[src/cam_capture_pkg.sv]
// shared constants, register map and types of the camera capture unit
package cam_capture_pkg;

  ////////////////////////////////////////////////////////////////////////////
  // register byte offsets
  localparam logic [7:0] OFS_CTRL   = 8'h00;
  localparam logic [7:0] OFS_STATUS = 8'h04;
  localparam logic [7:0] OFS_MASK   = 8'h08;
  localparam logic [7:0] OFS_HSIZE  = 8'h0C;
  localparam logic [7:0] OFS_VSIZE  = 8'h10;
  localparam logic [7:0] OFS_HOFF   = 8'h14;
  localparam logic [7:0] OFS_VOFF   = 8'h18;
  localparam logic [7:0] OFS_DATA   = 8'h1C;

  ////////////////////////////////////////////////////////////////////////////
  // control register fields
  localparam int CTRL_CLK_EN  = 0;
  localparam int CTRL_START   = 1;
  localparam int CTRL_BIG     = 2;
  localparam int CTRL_HS_LOW  = 3;
  localparam int CTRL_VS_LOW  = 4;
  localparam int CTRL_DIV_LSB = 8;
  localparam int DIV_W        = 3;
  localparam int CTRL_BPP_LSB = 12;
  localparam int BPP_W        = 2;

  // status / mask fields: sticky events low, live state above
  localparam int EV_FRAME_END = 0;
  localparam int EV_OVERRUN   = 1;
  localparam int EV_SHORT     = 2;
  localparam int EV_W         = 3;
  localparam int ST_ACTIVE    = 8;
  localparam int ST_FULL      = 9;
  localparam int ST_VSYNC     = 10;
  localparam int ST_HSYNC     = 11;

  ////////////////////////////////////////////////////////////////////////////
  // reset values
  localparam logic [DIV_W-1:0] DIV_RST   = 3'h0;
  localparam logic [BPP_W-1:0] BPP_RST   = 2'h1;
  localparam logic [15:0]      HSIZE_RST = 16'h0280;
  localparam logic [15:0]      VSIZE_RST = 16'h01E0;
  localparam logic [15:0]      HOFF_RST  = 16'h0000;
  localparam logic [15:0]      VOFF_RST  = 16'h0000;

  ////////////////////////////////////////////////////////////////////////////
  typedef struct packed {
    logic       pclk;
    logic       hsync;
    logic       vsync;
    logic [7:0] data;
  } cam_s;

  typedef enum logic [2:0] {
    S_IDLE  = 3'b001,
    S_ARM   = 3'b010,
    S_FRAME = 3'b100
  } cap_state_e;

endpackage

[src/camera_parallel_capture.sv]
// camera parallel capture unit with AHB-Lite register slave
//
// Our own choices: the AHB-Lite interface to the registers and the register addresses.
`timescale 1ns/1ps

module camera_parallel_capture
  import cam_capture_pkg::*;
#(
  parameter int CNT_W = 16
) (
  input  wire logic        hclk,
  input  wire logic        hresetn,
  input  wire logic        hsel,
  input  wire logic [31:0] haddr,
  input  wire logic [1:0]  htrans,
  input  wire logic        hwrite,
  input  wire logic [2:0]  hsize,
  input  wire logic [31:0] hwdata,
  input  wire logic        hready,
  output logic      [31:0] hrdata,
  output logic             hreadyout,
  output logic             hresp,
  input  wire cam_s        cam,
  output logic             camera_clock_out,
  output logic             data_request,
  output logic             irq
);

  ////////////////////////////////////////////////////////////////////////////
  // declarations
  logic             clk_en;
  logic             big_endian;
  logic             hs_low;
  logic             vs_low;
  logic [DIV_W-1:0] div_sel;
  logic [BPP_W-1:0] bpp_m1;
  logic [CNT_W-1:0] hsize_r;
  logic [CNT_W-1:0] vsize_r;
  logic [CNT_W-1:0] hoff_r;
  logic [CNT_W-1:0] voff_r;
  logic [EV_W-1:0]  status;
  logic [EV_W-1:0]  mask;

  logic             wr_pend;
  logic [7:0]       wr_addr;
  logic             addr_valid;
  logic             start_req;
  logic             pop;

  logic [DIV_W-1:0] div_cnt;

  cap_state_e       state;
  logic             pclk_d;
  logic             hs_act_d;
  logic             vs_act_d;
  logic             hs_act;
  logic             vs_act;
  logic             pix_rise;
  logic             line_end;
  logic             vs_rise;
  logic             vs_fall;
  logic [CNT_W-1:0] pix_cnt;
  logic [CNT_W-1:0] line_cnt;
  logic [BPP_W-1:0] byte_cnt;
  logic             in_win;
  logic             last_line;
  logic             take_byte;
  logic             frame_done;
  logic             short_frame;

  logic [31:0]      acc;
  logic [1:0]       lane;
  logic [31:0]      next_acc;
  logic             emit;
  logic [31:0]      data_word;
  logic             overrun;
  logic [EV_W-1:0]  ev_set;
  logic [EV_W-1:0]  ev_clr;
  logic [31:0]      rd_mux;

  ////////////////////////////////////////////////////////////////////////////
  // AHB-Lite slave: zero wait state, always OKAY
  assign addr_valid = hsel & hready & htrans[1];
  assign pop        = addr_valid & ~hwrite & (haddr[7:0] == OFS_DATA);
  assign start_req  = wr_pend & (wr_addr == OFS_CTRL) & hwdata[CTRL_START];

  always_ff @(posedge hclk or negedge hresetn) begin
    if (!hresetn) begin
      wr_pend   <= 1'b0;
      wr_addr   <= 8'h00;
      hreadyout <= 1'b0;
      hresp     <= 1'b0;
    end else begin
      wr_pend   <= addr_valid & hwrite;
      hreadyout <= 1'b1;
      hresp     <= 1'b0;
      if (addr_valid) begin
        wr_addr <= haddr[7:0];
      end
    end
  end

  always_comb begin
    rd_mux = 32'h0000_0000;
    unique case (haddr[7:0])
      OFS_CTRL: begin
        rd_mux[CTRL_CLK_EN]                  = clk_en;
        rd_mux[CTRL_START]                   = (state != S_IDLE);
        rd_mux[CTRL_BIG]                     = big_endian;
        rd_mux[CTRL_HS_LOW]                  = hs_low;
        rd_mux[CTRL_VS_LOW]                  = vs_low;
        rd_mux[CTRL_DIV_LSB +: DIV_W]        = div_sel;
        rd_mux[CTRL_BPP_LSB +: BPP_W]        = bpp_m1;
      end
      OFS_STATUS: begin
        rd_mux[EV_W-1:0]  = status;
        rd_mux[ST_ACTIVE] = (state != S_IDLE);
        rd_mux[ST_FULL]   = data_request;
        rd_mux[ST_VSYNC]  = vs_act;
        rd_mux[ST_HSYNC]  = hs_act;
      end
      OFS_MASK:  rd_mux[EV_W-1:0]  = mask;
      OFS_HSIZE: rd_mux[CNT_W-1:0] = hsize_r;
      OFS_VSIZE: rd_mux[CNT_W-1:0] = vsize_r;
      OFS_HOFF:  rd_mux[CNT_W-1:0] = hoff_r;
      OFS_VOFF:  rd_mux[CNT_W-1:0] = voff_r;
      OFS_DATA:  rd_mux            = data_word;
      default:   rd_mux            = 32'h0000_0000;
    endcase
  end

  // read data is fetched on the address phase edge, so it is the value
  // before any write still sitting in its data phase
  always_ff @(posedge hclk or negedge hresetn) begin
    if (!hresetn) begin
      hrdata <= 32'h0000_0000;
    end else if (addr_valid && !hwrite) begin
      hrdata <= rd_mux;
    end
  end

  ////////////////////////////////////////////////////////////////////////////
  // configuration registers
  always_ff @(posedge hclk or negedge hresetn) begin
    if (!hresetn) begin
      clk_en     <= 1'b0;
      big_endian <= 1'b0;
      hs_low     <= 1'b0;
      vs_low     <= 1'b0;
      div_sel    <= DIV_RST;
      bpp_m1     <= BPP_RST;
      hsize_r    <= CNT_W'(HSIZE_RST);
      vsize_r    <= CNT_W'(VSIZE_RST);
      hoff_r     <= CNT_W'(HOFF_RST);
      voff_r     <= CNT_W'(VOFF_RST);
      mask       <= '0;
    end else if (wr_pend) begin
      unique case (wr_addr)
        OFS_CTRL: begin
          clk_en     <= hwdata[CTRL_CLK_EN];
          big_endian <= hwdata[CTRL_BIG];
          hs_low     <= hwdata[CTRL_HS_LOW];
          vs_low     <= hwdata[CTRL_VS_LOW];
          div_sel    <= hwdata[CTRL_DIV_LSB +: DIV_W];
          bpp_m1     <= hwdata[CTRL_BPP_LSB +: BPP_W];
        end
        OFS_MASK:  mask    <= hwdata[EV_W-1:0];
        OFS_HSIZE: hsize_r <= hwdata[CNT_W-1:0];
        OFS_VSIZE: vsize_r <= hwdata[CNT_W-1:0];
        OFS_HOFF:  hoff_r  <= hwdata[CNT_W-1:0];
        OFS_VOFF:  voff_r  <= hwdata[CNT_W-1:0];
        default: ;
      endcase
    end
  end

  ////////////////////////////////////////////////////////////////////////////
  // camera clock: half period of div_sel+1 bus clocks, ratio 2..16
  always_ff @(posedge hclk or negedge hresetn) begin
    if (!hresetn) begin
      div_cnt          <= '0;
      camera_clock_out <= 1'b0;
    end else if (!clk_en) begin
      div_cnt          <= '0;
      camera_clock_out <= 1'b0;
    end else if (div_cnt >= div_sel) begin
      // runs independent of capture so the sensor can be set up first
      div_cnt          <= '0;
      camera_clock_out <= ~camera_clock_out;
    end else begin
      div_cnt <= div_cnt + 1'b1;
    end
  end

  ////////////////////////////////////////////////////////////////////////////
  // sync and pixel clock edge detection; inputs are synchronous to hclk,
  // which is why the pixel clock has to stay well under the bus clock
  assign hs_act   = cam.hsync ^ hs_low;
  assign vs_act   = cam.vsync ^ vs_low;
  assign pix_rise = cam.pclk & ~pclk_d;
  assign line_end = hs_act_d & ~hs_act;
  assign vs_rise  = vs_act & ~vs_act_d;
  assign vs_fall  = vs_act_d & ~vs_act;

  always_ff @(posedge hclk or negedge hresetn) begin
    if (!hresetn) begin
      pclk_d   <= 1'b0;
      hs_act_d <= 1'b0;
      vs_act_d <= 1'b0;
    end else begin
      pclk_d   <= cam.pclk;
      hs_act_d <= hs_act;
      vs_act_d <= vs_act;
    end
  end

  ////////////////////////////////////////////////////////////////////////////
  // capture window
  assign in_win = ({1'b0, pix_cnt} >= {1'b0, hoff_r}) &&
                  ({1'b0, pix_cnt} < ({1'b0, hoff_r} + {1'b0, hsize_r})) &&
                  ({1'b0, line_cnt} >= {1'b0, voff_r}) &&
                  ({1'b0, line_cnt} < ({1'b0, voff_r} + {1'b0, vsize_r}));
  assign last_line = (({1'b0, line_cnt} + 1'b1) ==
                      ({1'b0, voff_r} + {1'b0, vsize_r}));

  // bytes are only taken inside the window, on pixel clock edges
  assign take_byte   = (state == S_FRAME) & pix_rise & hs_act & vs_act &
                       in_win;
  assign frame_done  = (state == S_FRAME) & line_end & last_line;
  assign short_frame = (state == S_FRAME) & vs_fall & ~frame_done;

  always_ff @(posedge hclk or negedge hresetn) begin
    if (!hresetn) begin
      state <= S_IDLE;
    end else begin
      unique case (state)
        S_IDLE:  if (start_req) state <= S_ARM;
        S_ARM:   if (vs_rise) state <= S_FRAME;
        S_FRAME: if (frame_done || short_frame) state <= S_IDLE;
      endcase
    end
  end

  always_ff @(posedge hclk or negedge hresetn) begin
    if (!hresetn) begin
      pix_cnt  <= '0;
      line_cnt <= '0;
      byte_cnt <= '0;
    end else if (state != S_FRAME) begin
      pix_cnt  <= '0;
      line_cnt <= '0;
      byte_cnt <= '0;
    end else if (line_end) begin
      pix_cnt  <= '0;
      byte_cnt <= '0;
      line_cnt <= line_cnt + 1'b1;
    end else if (pix_rise && hs_act && vs_act) begin
      if (byte_cnt == bpp_m1) begin
        byte_cnt <= '0;
        pix_cnt  <= pix_cnt + 1'b1;
      end else begin
        byte_cnt <= byte_cnt + 1'b1;
      end
    end
  end

  ////////////////////////////////////////////////////////////////////////////
  // byte packing into words; a partial last word is flushed at frame end
  always_comb begin
    next_acc = acc;
    if (take_byte) begin
      if (big_endian) begin
        next_acc[(3 - lane) * 8 +: 8] = cam.data;
      end else begin
        next_acc[lane * 8 +: 8] = cam.data;
      end
    end
  end

  assign emit = (take_byte && lane == 2'h3) ||
                (frame_done && lane != 2'h0);

  always_ff @(posedge hclk or negedge hresetn) begin
    if (!hresetn) begin
      acc  <= 32'h0000_0000;
      lane <= 2'h0;
    end else if (emit || state != S_FRAME) begin
      acc  <= 32'h0000_0000;
      lane <= 2'h0;
    end else if (take_byte) begin
      acc  <= next_acc;
      lane <= lane + 1'b1;
    end
  end

  // single holding word; the drain side must empty it before the next
  // word completes, a new word arriving while full is dropped
  assign overrun = emit & data_request & ~pop;

  always_ff @(posedge hclk or negedge hresetn) begin
    if (!hresetn) begin
      data_word    <= 32'h0000_0000;
      data_request <= 1'b0;
    end else if (emit && !overrun) begin
      data_word    <= next_acc;
      data_request <= 1'b1;
    end else if (pop) begin
      data_request <= 1'b0;
    end
  end

  ////////////////////////////////////////////////////////////////////////////
  // sticky events, write one to clear; a set in the clear cycle wins
  always_comb begin
    ev_set               = '0;
    ev_set[EV_FRAME_END] = frame_done;
    ev_set[EV_OVERRUN]   = overrun;
    ev_set[EV_SHORT]     = short_frame;
    ev_clr               = '0;
    if (wr_pend && wr_addr == OFS_STATUS) begin
      ev_clr = hwdata[EV_W-1:0];
    end
  end

  always_ff @(posedge hclk or negedge hresetn) begin
    if (!hresetn) begin
      status <= '0;
    end else begin
      status <= (status & ~ev_clr) | ev_set;
    end
  end

  always_ff @(posedge hclk or negedge hresetn) begin
    if (!hresetn) begin
      irq <= 1'b0;
    end else begin
      irq <= |(status & mask);
    end
  end

endmodule

[config.mk]
export PLATFORM = sky130hd
export DESIGN_NAME = camera_parallel_capture
export DESIGN_NICKNAME = d
export VERILOG_FILES = /design/src/cam_capture_pkg.sv /design/src/camera_parallel_capture.sv
export SDC_FILE = /design/constraint.sdc
export NUM_CORES = 1
export LEC_CHECK = 0
export ABC_AREA = 1
export BUFFER_PORTS_ARGS = -buffer_cell sky130_fd_sc_hd__buf_4
export CAP_MARGIN = 20
export CELL_PAD_IN_SITES_DETAIL_PLACEMENT = 0
export CELL_PAD_IN_SITES_GLOBAL_PLACEMENT = 1
export CORE_MARGIN = 5
export CORE_UTILIZATION = 45
export DETAILED_ROUTE_END_ITERATION = 10
export PLACE_DENSITY_LB_ADDON = 0.1
export SLEW_MARGIN = 15
export SYNTH_ARGS = -nofsm -noshare
export SYNTH_HDL_FRONTEND = slang
export SYNTH_SLANG_ARGS = --single-unit
[constraint.sdc]
create_clock -name hclk -period 4.1 [get_ports hclk]
set_input_delay 0 -clock hclk [delete_from_list [all_inputs] [get_ports hclk]]
set_output_delay 0 -clock hclk [all_outputs]
set_load 0.005 [all_outputs]
==> metrics.txt, run 1 <==
maximum level of the CTS H-tree=1; Inst Count DP=around 2600; buffer levels on the longest clock path=3; setup violation total in the final timing report=0; Synthesis Warnings=0; worst slack, placed=~0.14 ns; delay of the slowest critical-path stage=between 0.4 and 0.5 ns; share of layout cells above drive strength 1=0.1039; number of setup buffers added after CTS=0; class of the tightest hold or removal check=input port to asynchronous set/reset pin; Die Height=between 150 and 200 um; slack of the worst reg-to-reg path=around 0.22 ns; worst hold-check slack=0.01818 ns; routed via count divided by cell count=about 5.5; total clock sinks=~230; total overflow reported by the global router=0; worst-margin pin slew=0.9829 ns; Max-slew headroom=0.3440; CP Data Required Time=4.62 ns; port bufs=76; final hold violations=0; Total Neg Setup Slack=0 ns; class of the most critical setup path=register to register; HPWL Detailed=~38 mm; post-layout minimum cycle time=a little under 4 ns; biggest fanout along the worst timing path=17; flip-flop cell with the highest count after synthesis=dfrtp_1; worst r2r dst=data_word[29]$_DFFE_PN0P_; setup repair after global routing missed its margin=no; sequential area share after synthesis=0.3813; commonest cells after routing, fill and taps aside=581 x nand2_1, 245 x inv_1, 225 x dfrtp_1, 157 x nand3_1, 151 x o21ai_0; clock tree from TritonCTS=yes; number of register bits inferred by synthesis=233; total power density per cell area=between 300 and 400 nW/um^2; average cell area after synthesis=7.424 sq um; number of global-route vias before repair=between 10000 and 15000; final-stage net count=2367; Crit. End Element=register; Initial Utilization=0.4568; number of top-level pins=122; leakage component of the power=between 0.009 and 0.01 uW; most frequent standard cell in the layout excluding fill and tap cells=nand2_1; data arrival at the endpoint of the critical path=4.40 ns; Critical Path, Cell by Cell=ha_1, fa_1, nand3_1, nand2_1, nand2_1, nand2_1, a31oi_1, xor2_1, ha_1, a21oi_1, nor3_1, a211oi_1, nand2_1, nand2_1, nand2_1, nor2_4, buf_4, nand3b_1, nand2_1, nand3_1, nand2_1; clock input transition at the sequential cells of the worst setup and hold paths=about 0.060 ns; cell row count=67; wirelength, routed=just over 50 mm; total global routing track utilization=0.2623; kind of start point of the critical path=register; number of nets produced by synthesis=about 2300; clock tree skew after final layout=between 0.02 and 0.025 ns; reported max-cap violation count=0; Area Growth Syn to Fin=16.58%; die area=between 30000 and 40000 sq um; leading registers by flop count=acc: 32 flops, data_word: 32 flops, hrdata: 32 flops; Most common cell on crit path=nand2_1; count of pins over their slew limit=0; weighted congestion at the end of routability-driven global placement=~0.92; vias post-DR=between 10000 and 15000; Async S/R FF share, synth=1.000; synthesized cell area=about 15000 sq um; clock tree root driver cell=clkbuf_16; number of iterations in the first detailed-routing pass=5; number of enable flip-flop cells after synthesis=0; insertion delay of the later-clocked pin in the worst-skew pair=about 0.58 ns; Critical R2R Launch=hoff_r[0]$_DFFE_PN0P_; DRC violations left=0; initial antenna violation count=0; pin count of the biggest net entering global routing=roughly 110; worst reg-to-reg path cell count=21; overall die width=approximately 200 um; slowest CP cell=dfrtp_1; post-layout worst setup margin=~0.22 ns; number of violations reported at the end of detailed-routing iteration 0=roughly 1100; final cell count without fillers=2642; status=finished, final reports clean; area of the core region=33530 sq um; Max rail drop VDD=0.3750 mV; average detailed-routed wire length per instance=between 15 and 20 um; final antenna diode count=0; post-route antenna net violation count=0; synthesized instance count=approximately 2100; Final Cycle Share=0.9453; first-pass GRT wire length=~80 mm; overall power consumption=~6900 uW; Num CTS Buffers=28; Highest Clock Rate=about 260 MHz; Unique masters post-synth=57
==> layout make-up <==
| cell class | instances | area, sq um |
|---|---|---|
| inverters | 254 | 953.4 |
| well taps | 448 | 560.5 |
| repair buffers | 144 | 1257 |
| clock buffers | 39 | 772.0 |
| fillers | 3284 | 15680 |
| flip-flops and latches | 233 | 5841 |
| clock inverters | 12 | 195.2 |
| multi-input cells | 1512 | 8277 |
==> metrics by stage <==
stage / util / instance area (sq um)
floorplan: - / 15320
global placement: 0.4902 / 16440
detailed placement: 0.4902 / 16440
CTS: 0.5301 / 17770
global route: 0.5325 / 17860
finish: 0.5325 / 17860
==> synthesized netlist by cell type (3+ instances only) <==
cell	count	area [sq um]
nand2_1	584	2192
inv_1	245	919.6
dfrtp_1	225	5630
nand3_1	157	785.8
o21ai_0	153	765.7
nor2_1	124	465.5
a21oi_1	115	575.6
ha_1	107	1339
clkbuf_1	47	176.4
a221oi_1	35	306.5
nor3_1	24	120.1
nand3b_1	22	165.2
o22ai_1	21	131.4
nand2_2	16	100.1
nand4_1	15	93.84
xor2_1	15	131.4
a22oi_1	14	105.1
a31o_2	14	122.6
a21oi_2	10	87.58
a31oi_1	9	56.30
xnor2_1	9	78.83
buf_2	8	40.04
dfstp_2	8	210.2
nor4_1	7	43.79
a21o_1	6	45.04
buf_4	5	37.54
clkinv_1	5	18.77
nor2_2	5	31.28
a211oi_1	4	30.03
inv_2	4	15.01
nor2_4	4	45.04
o2111ai_1	4	35.03
o21bai_1	4	30.03
buf_6	3	33.78
nand3_2	3	30.03
o211ai_1	3	22.52
o21a_1	3	22.52
==> cells by family after synthesis <==
family,after synthesis,share of synthesized area
buf+inv,318,0.08128
xor+xnor,25,0.01479
simple gates,971,0.2740
compound gates,405,0.1581
other cells,2,0.0004903
fa+ha+maj,109,0.09003
flops,233,0.3813
==> per-layer routing <==
layer  part of all wire  vias to the layer above  global-route usage
met5                  0                        -                   0
met4              0.036                        0             0.08854
met3              0.053                       95             0.04259
met2               0.49                      424              0.4566
met1               0.42                     6800              0.3326
li1                   -                     7099                   -
==> worst max path at each step <==
stage	startpoint	endpoint	slack, ns	depth (start not counted)
finish	hoff_r[0]$_DFFE_PN0P_	data_word[29]$_DFFE_PN0P_	0.22	21
global route	hoff_r[0]$_DFFE_PN0P_	data_word[12]$_DFFE_PN0P_	0.001	21
CTS	hoff_r[0]$_DFFE_PN0P_	data_word[17]$_DFFE_PN0P_	0.13	21
detailed placement	vsize_r[0]$_DFFE_PN0P_	data_word[17]$_DFFE_PN0P_	0.14	25
global placement	vsize_r[0]$_DFFE_PN0P_	data_word[27]$_DFFE_PN0P_	0.25	26
floorplan	hsize_r[2]$_DFFE_PN0P_	data_word[1]$_DFFE_PN0P_	0.69	24
==> power by group <==
part           internal, uW  switching [uW]  total, uW  leakage, uW
Combinational           617            1010       1620      0.00593
Clock                  1570            1050       2620     0.000468
Sequential             2490             157       2650      0.00283
==> critical path: cells and delay by family, from the launching register on <==
| family | cells | cell delay [ns] |
|---|---|---|
| simple gates | 13 | 1.44 |
| fa+ha+maj | 3 | 0.92 |
| compound gates | 3 | 0.56 |
| flops | 1 | 0.42 |
| buf+inv | 1 | 0.27 |
| xor+xnor | 1 | 0.18 |
==> timing repair <==
item,4_1_cts,5_1_grt
gates resized for setup,0,8
hold buffers,37,0
setup endpoints to repair,0,33
endpoints found under the hold margin,204,0
(Power assumes the default switching activity.)
==> run 2, diff against run 1 <==
--- a/config.mk
+++ b/config.mk
@@ -11,10 +11,10 @@
 export CELL_PAD_IN_SITES_DETAIL_PLACEMENT = 0
 export CELL_PAD_IN_SITES_GLOBAL_PLACEMENT = 1
 export CORE_MARGIN = 5
-export CORE_UTILIZATION = 45
+export CORE_UTILIZATION = 41
 export DETAILED_ROUTE_END_ITERATION = 10
 export PLACE_DENSITY_LB_ADDON = 0.1
-export SLEW_MARGIN = 15
+export SLEW_MARGIN = 30
 export SYNTH_ARGS = -nofsm -noshare
 export SYNTH_HDL_FRONTEND = slang
 export SYNTH_SLANG_ARGS = --single-unit
==> constraint.sdc (replaced) <==
create_clock -name hclk -period 3.5 [get_ports hclk]
set_input_delay 0 -clock hclk [delete_from_list [all_inputs] [get_ports hclk]]
set_output_delay 0 -clock hclk [all_outputs]
set_load 0.005 [all_outputs]
==> run 2 against run 1 <==
Against the previous run: worst hold slack gained 0.020 ns; the run now ends with negative setup slack left; critical path type unchanged; sequential share of layout area shrank 2.8 points; first-iteration DRC count grew 8.0%; clock power grew 17%; non-clock buffer count grew 123; sequential cell count is the same; core utilization shrank 0.16 points; routed wire length grew 9.7%; largest power group unchanged; register-to-register slack lost 0.34 ns; sequential power grew 17%; fmax grew 7.2%; setup slack lost 0.34 ns.
==> metrics.txt, run 2 (synthesized netlist as in run 1, its figures left out) <==
DRC violations left=0 (unchanged); violations in the final reports=negative setup slack; Multi-input gate area=8672 sq um (+4.8%); sequential power share=0.367 (-0.017); setup repair after global routing missed its margin=yes; share of layout cells above drive strength 1=0.1842 (+0.08029); internal power component=5698 uW (+22%); count of pins over their slew limit=0 (unchanged); Storage cell area=5841 sq um (unchanged); commonest cells after routing, fill and taps aside=549 x nand2_1, 242 x inv_1, 225 x dfrtp_1, 193 x buf_4, 151 x o21ai_0; global-route met2 utilization=0.4391 (-0.01749); buffer and inverter count on the worst path=4 (+3); post-route antenna net violation count=0 (unchanged); routed via count divided by cell count=5.402 (-1.0%); Max rail drop VDD=0.5050 mV (+35%); clock input transition at the sequential cells of the worst setup and hold paths=0.06 ns (about the same); port bufs=76 (unchanged); number of top-level pins=122 (unchanged); pin count of the biggest net entering global routing=114 (+8.6%); most frequent standard cell in the layout excluding fill and tap cells=nand2_1; clock tree from TritonCTS=yes; met1 demand-to-capacity share in global routing=0.3313 (-0.001251); total overflow reported by the global router=0 (unchanged); insertion delay of the later-clocked pin in the worst-skew pair=0.59 ns (about the same); Critical R2R Launch=hoff_r[0]$_DFFE_PN0P_; switching share of total power=0.3258 (+0.004979); start point of the worst hold path=cam[0]; delay of the slowest critical-path stage=0.40 ns (-0.02 ns); Worst Hold Depth=5; leading registers by flop count=acc: 32 flops, data_word: 32 flops, hrdata: 32 flops; first-pass GRT wire length=84.46 mm (+5.9%); Crit. End Element=register; slowest CP cell=fa_2; number of iterations in the first detailed-routing pass=5 (unchanged); Max-slew headroom=0.4435 (+0.09948); total global routing track utilization=0.2581 (-0.004243); weighted congestion at the end of routability-driven global placement=0.9161 (about the same); met3 Track Usage GR=0.04071 (-0.001884); Initial Utilization=0.4164 (-0.04039); total power density per cell area=432.7 nW/um^2 (+12%); kind of start point of the critical path=register; status=finished, violations left; Die Height=203.3 um (+4.5%); Area Growth Syn to Fin=27.51%; cell row count=70 (+4.5%); post-layout worst setup margin=-0.1139 ns (-0.3380 ns); Final Cycle Share=1.033 (+0.08720); number of global-route vias before repair=14729 (+3.6%); final hold violations=0 (unchanged); maximum level of the CTS H-tree=1 (unchanged); data arrival at the endpoint of the critical path=4.12 ns (-0.28 ns); Highest Clock Rate=276.7 MHz (+7.2%); HPWL Detailed=40.89 mm (+7.0%); setup violation total in the final timing report=65 (+65); Filler cells=3581 (+9.0%); buffer levels on the longest clock path=3 (unchanged); CP Launch Point=hoff_r[0]$_DFFE_PN0P_; leakage component of the power=0.009971 uW (+8.0%); total number of cells along the worst setup path=22 (+4.8%); Most common cell on crit path=nand2_2; wirelength, routed=55.27 mm (+9.7%); family of cells with the greatest summed delay on the critical path=simple AND/OR/NAND/NOR gates; clock power share=0.362 (-0.018); total clock sinks=233 (unchanged); worst-margin pin slew=0.8328 ns (-0.1502 ns); net switching power=2753 uW (+25%); worst hold-check slack=0.03845 ns (+0.02028 ns); class of the tightest hold or removal check=input port to register; initial antenna violation count=1 (+1); vias post-DR=15049 (+4.4%); area of the core region=36790 sq um (+9.7%); Num CTS Buffers=29 (+3.6%); Critical Path, Cell by Cell=ha_2, fa_2, nand3_2, nand2_2, nand2_2, nand2_4, a31oi_4, xor2_1, ha_1, a21oi_2, nor3_2, a211oi_2, nand2_1, nand2_1, nand2_2, nor2_4, buf_6, buf_12, clkbuf_16, nand3b_1, buf_4, a21oi_2; class of the most critical setup path=register to register; clock tree root driver cell=clkbuf_16; number of violations reported at the end of detailed-routing iteration 0=1149 (+8.0%); reported max-cap violation count=0 (unchanged); clock tree skew after final layout=0.01637 ns (-0.004133 ns); die area=41320 sq um (+9.2%); post-layout minimum cycle time=3.614 ns (-0.2620 ns); final-stage net count=2491 (+5.2%); CP Data Required Time=4.01 ns (-0.61 ns); fraction of power consumed by combinational cells=0.271 (+0.036); Total Neg Setup Slack=-4.130 ns (-4.130 ns); average detailed-routed wire length per instance=19.84 um (+4.0%); worst reg-to-reg path cell count=22 (+4.8%); grt peak-use layer=met2; biggest fanout along the worst timing path=7 (-10); final antenna diode count=0 (unchanged); overall die width=203.3 um (+4.5%)
run 2: cell count changes in the layout (fill, tap and decap cells not counted), sizes merged:
cell,before,now
dlygate4sd3,37,43
clkbuf,41,53
bufinv,4,2
buf,105,216
inv,249,250
clkinv,12,8
run 2: worst paths after layout:
check,end,slack [ns]
worst min register to register,div_cnt[0]$_DFF_PN0_,0.47
worst max-delay path,acc[2]$_DFFE_PN0P_,-0.11
max in group asynchronous,bpp_m1[0]$_DFFE_PN1P_,1.96
worst min-delay path,acc[0]$_DFFE_PN0P_,0.04
min in group asynchronous,line_cnt[4]$_DFFE_PN0P_,0.44
worst max register to register,acc[2]$_DFFE_PN0P_,-0.11
run 2: power by group through the flow:
stage / sequential [uW] / combinational, uW / clock [uW]
floorplan: 3090 / 1270 / 0
global placement: 3140 / 2030 / 0
detailed placement: 3140 / 2060 / 0
CTS: 3100 / 2180 / 3100
global route: 3120 / 2570 / 3220
finish: 3100 / 2290 / 3060
run 2: worst reg2reg max path, cell delays in order (launching register included):
cell	delay [ns]
dfrtp_1	0.38
ha_2	0.21
fa_2	0.40
nand3_2	0.09
nand2_2	0.08
nand2_2	0.09
nand2_4	0.08
a31oi_4	0.14
xor2_1	0.17
ha_1	0.27
a21oi_2	0.16
nor3_2	0.06
a211oi_2	0.18
nand2_1	0.08
nand2_1	0.08
nand2_2	0.08
nor2_4	0.16
buf_6	0.15
buf_12	0.14
clkbuf_16	0.17
nand3b_1	0.11
buf_4	0.15
a21oi_2	0.10
run 2: layout make-up:
cell class,instances,share of cell area
clock buffers,45,0.04331
clock inverters,7,0.005254
inverters,254,0.04882
multi-input cells,1512,0.4441
flip-flops and latches,233,0.2991
well taps,468,0.02998
repair buffers,267,0.1295
run 2: metal layers:
metal / wire (um) / vias up
li1: - / 7352
met1: 23360 / 7194
met2: 26920 / 390
met3: 2630 / 111
met4: 2350 / 2
met5: 9 / -
run 2: per-stage QoR:
stage                     std cells  cell area [sq um]  utilization  worst slack (ns)  power [uW]
final                          2786              19530       0.5309           -0.1139        8451
after global routing           2786              19530       0.5309           -0.3467        8911
after CTS                      2767              18920       0.5144          -0.04838        8388
after detailed placement       2664              17200       0.4675           -0.1998        5206
after global placement         2664              17200       0.4675           -0.2058        5173
after floorplan                2063              15320            -           0.08855        4359
run 2: what timing repair did:
item,in CTS,in global routing
pin swaps,7,48
setup endpoints to repair,67,67
cloned,4,9
resized for setup,53,75
hold buffers,42,1
buffers inserted,5,8
hold endpoints to repair,207,44
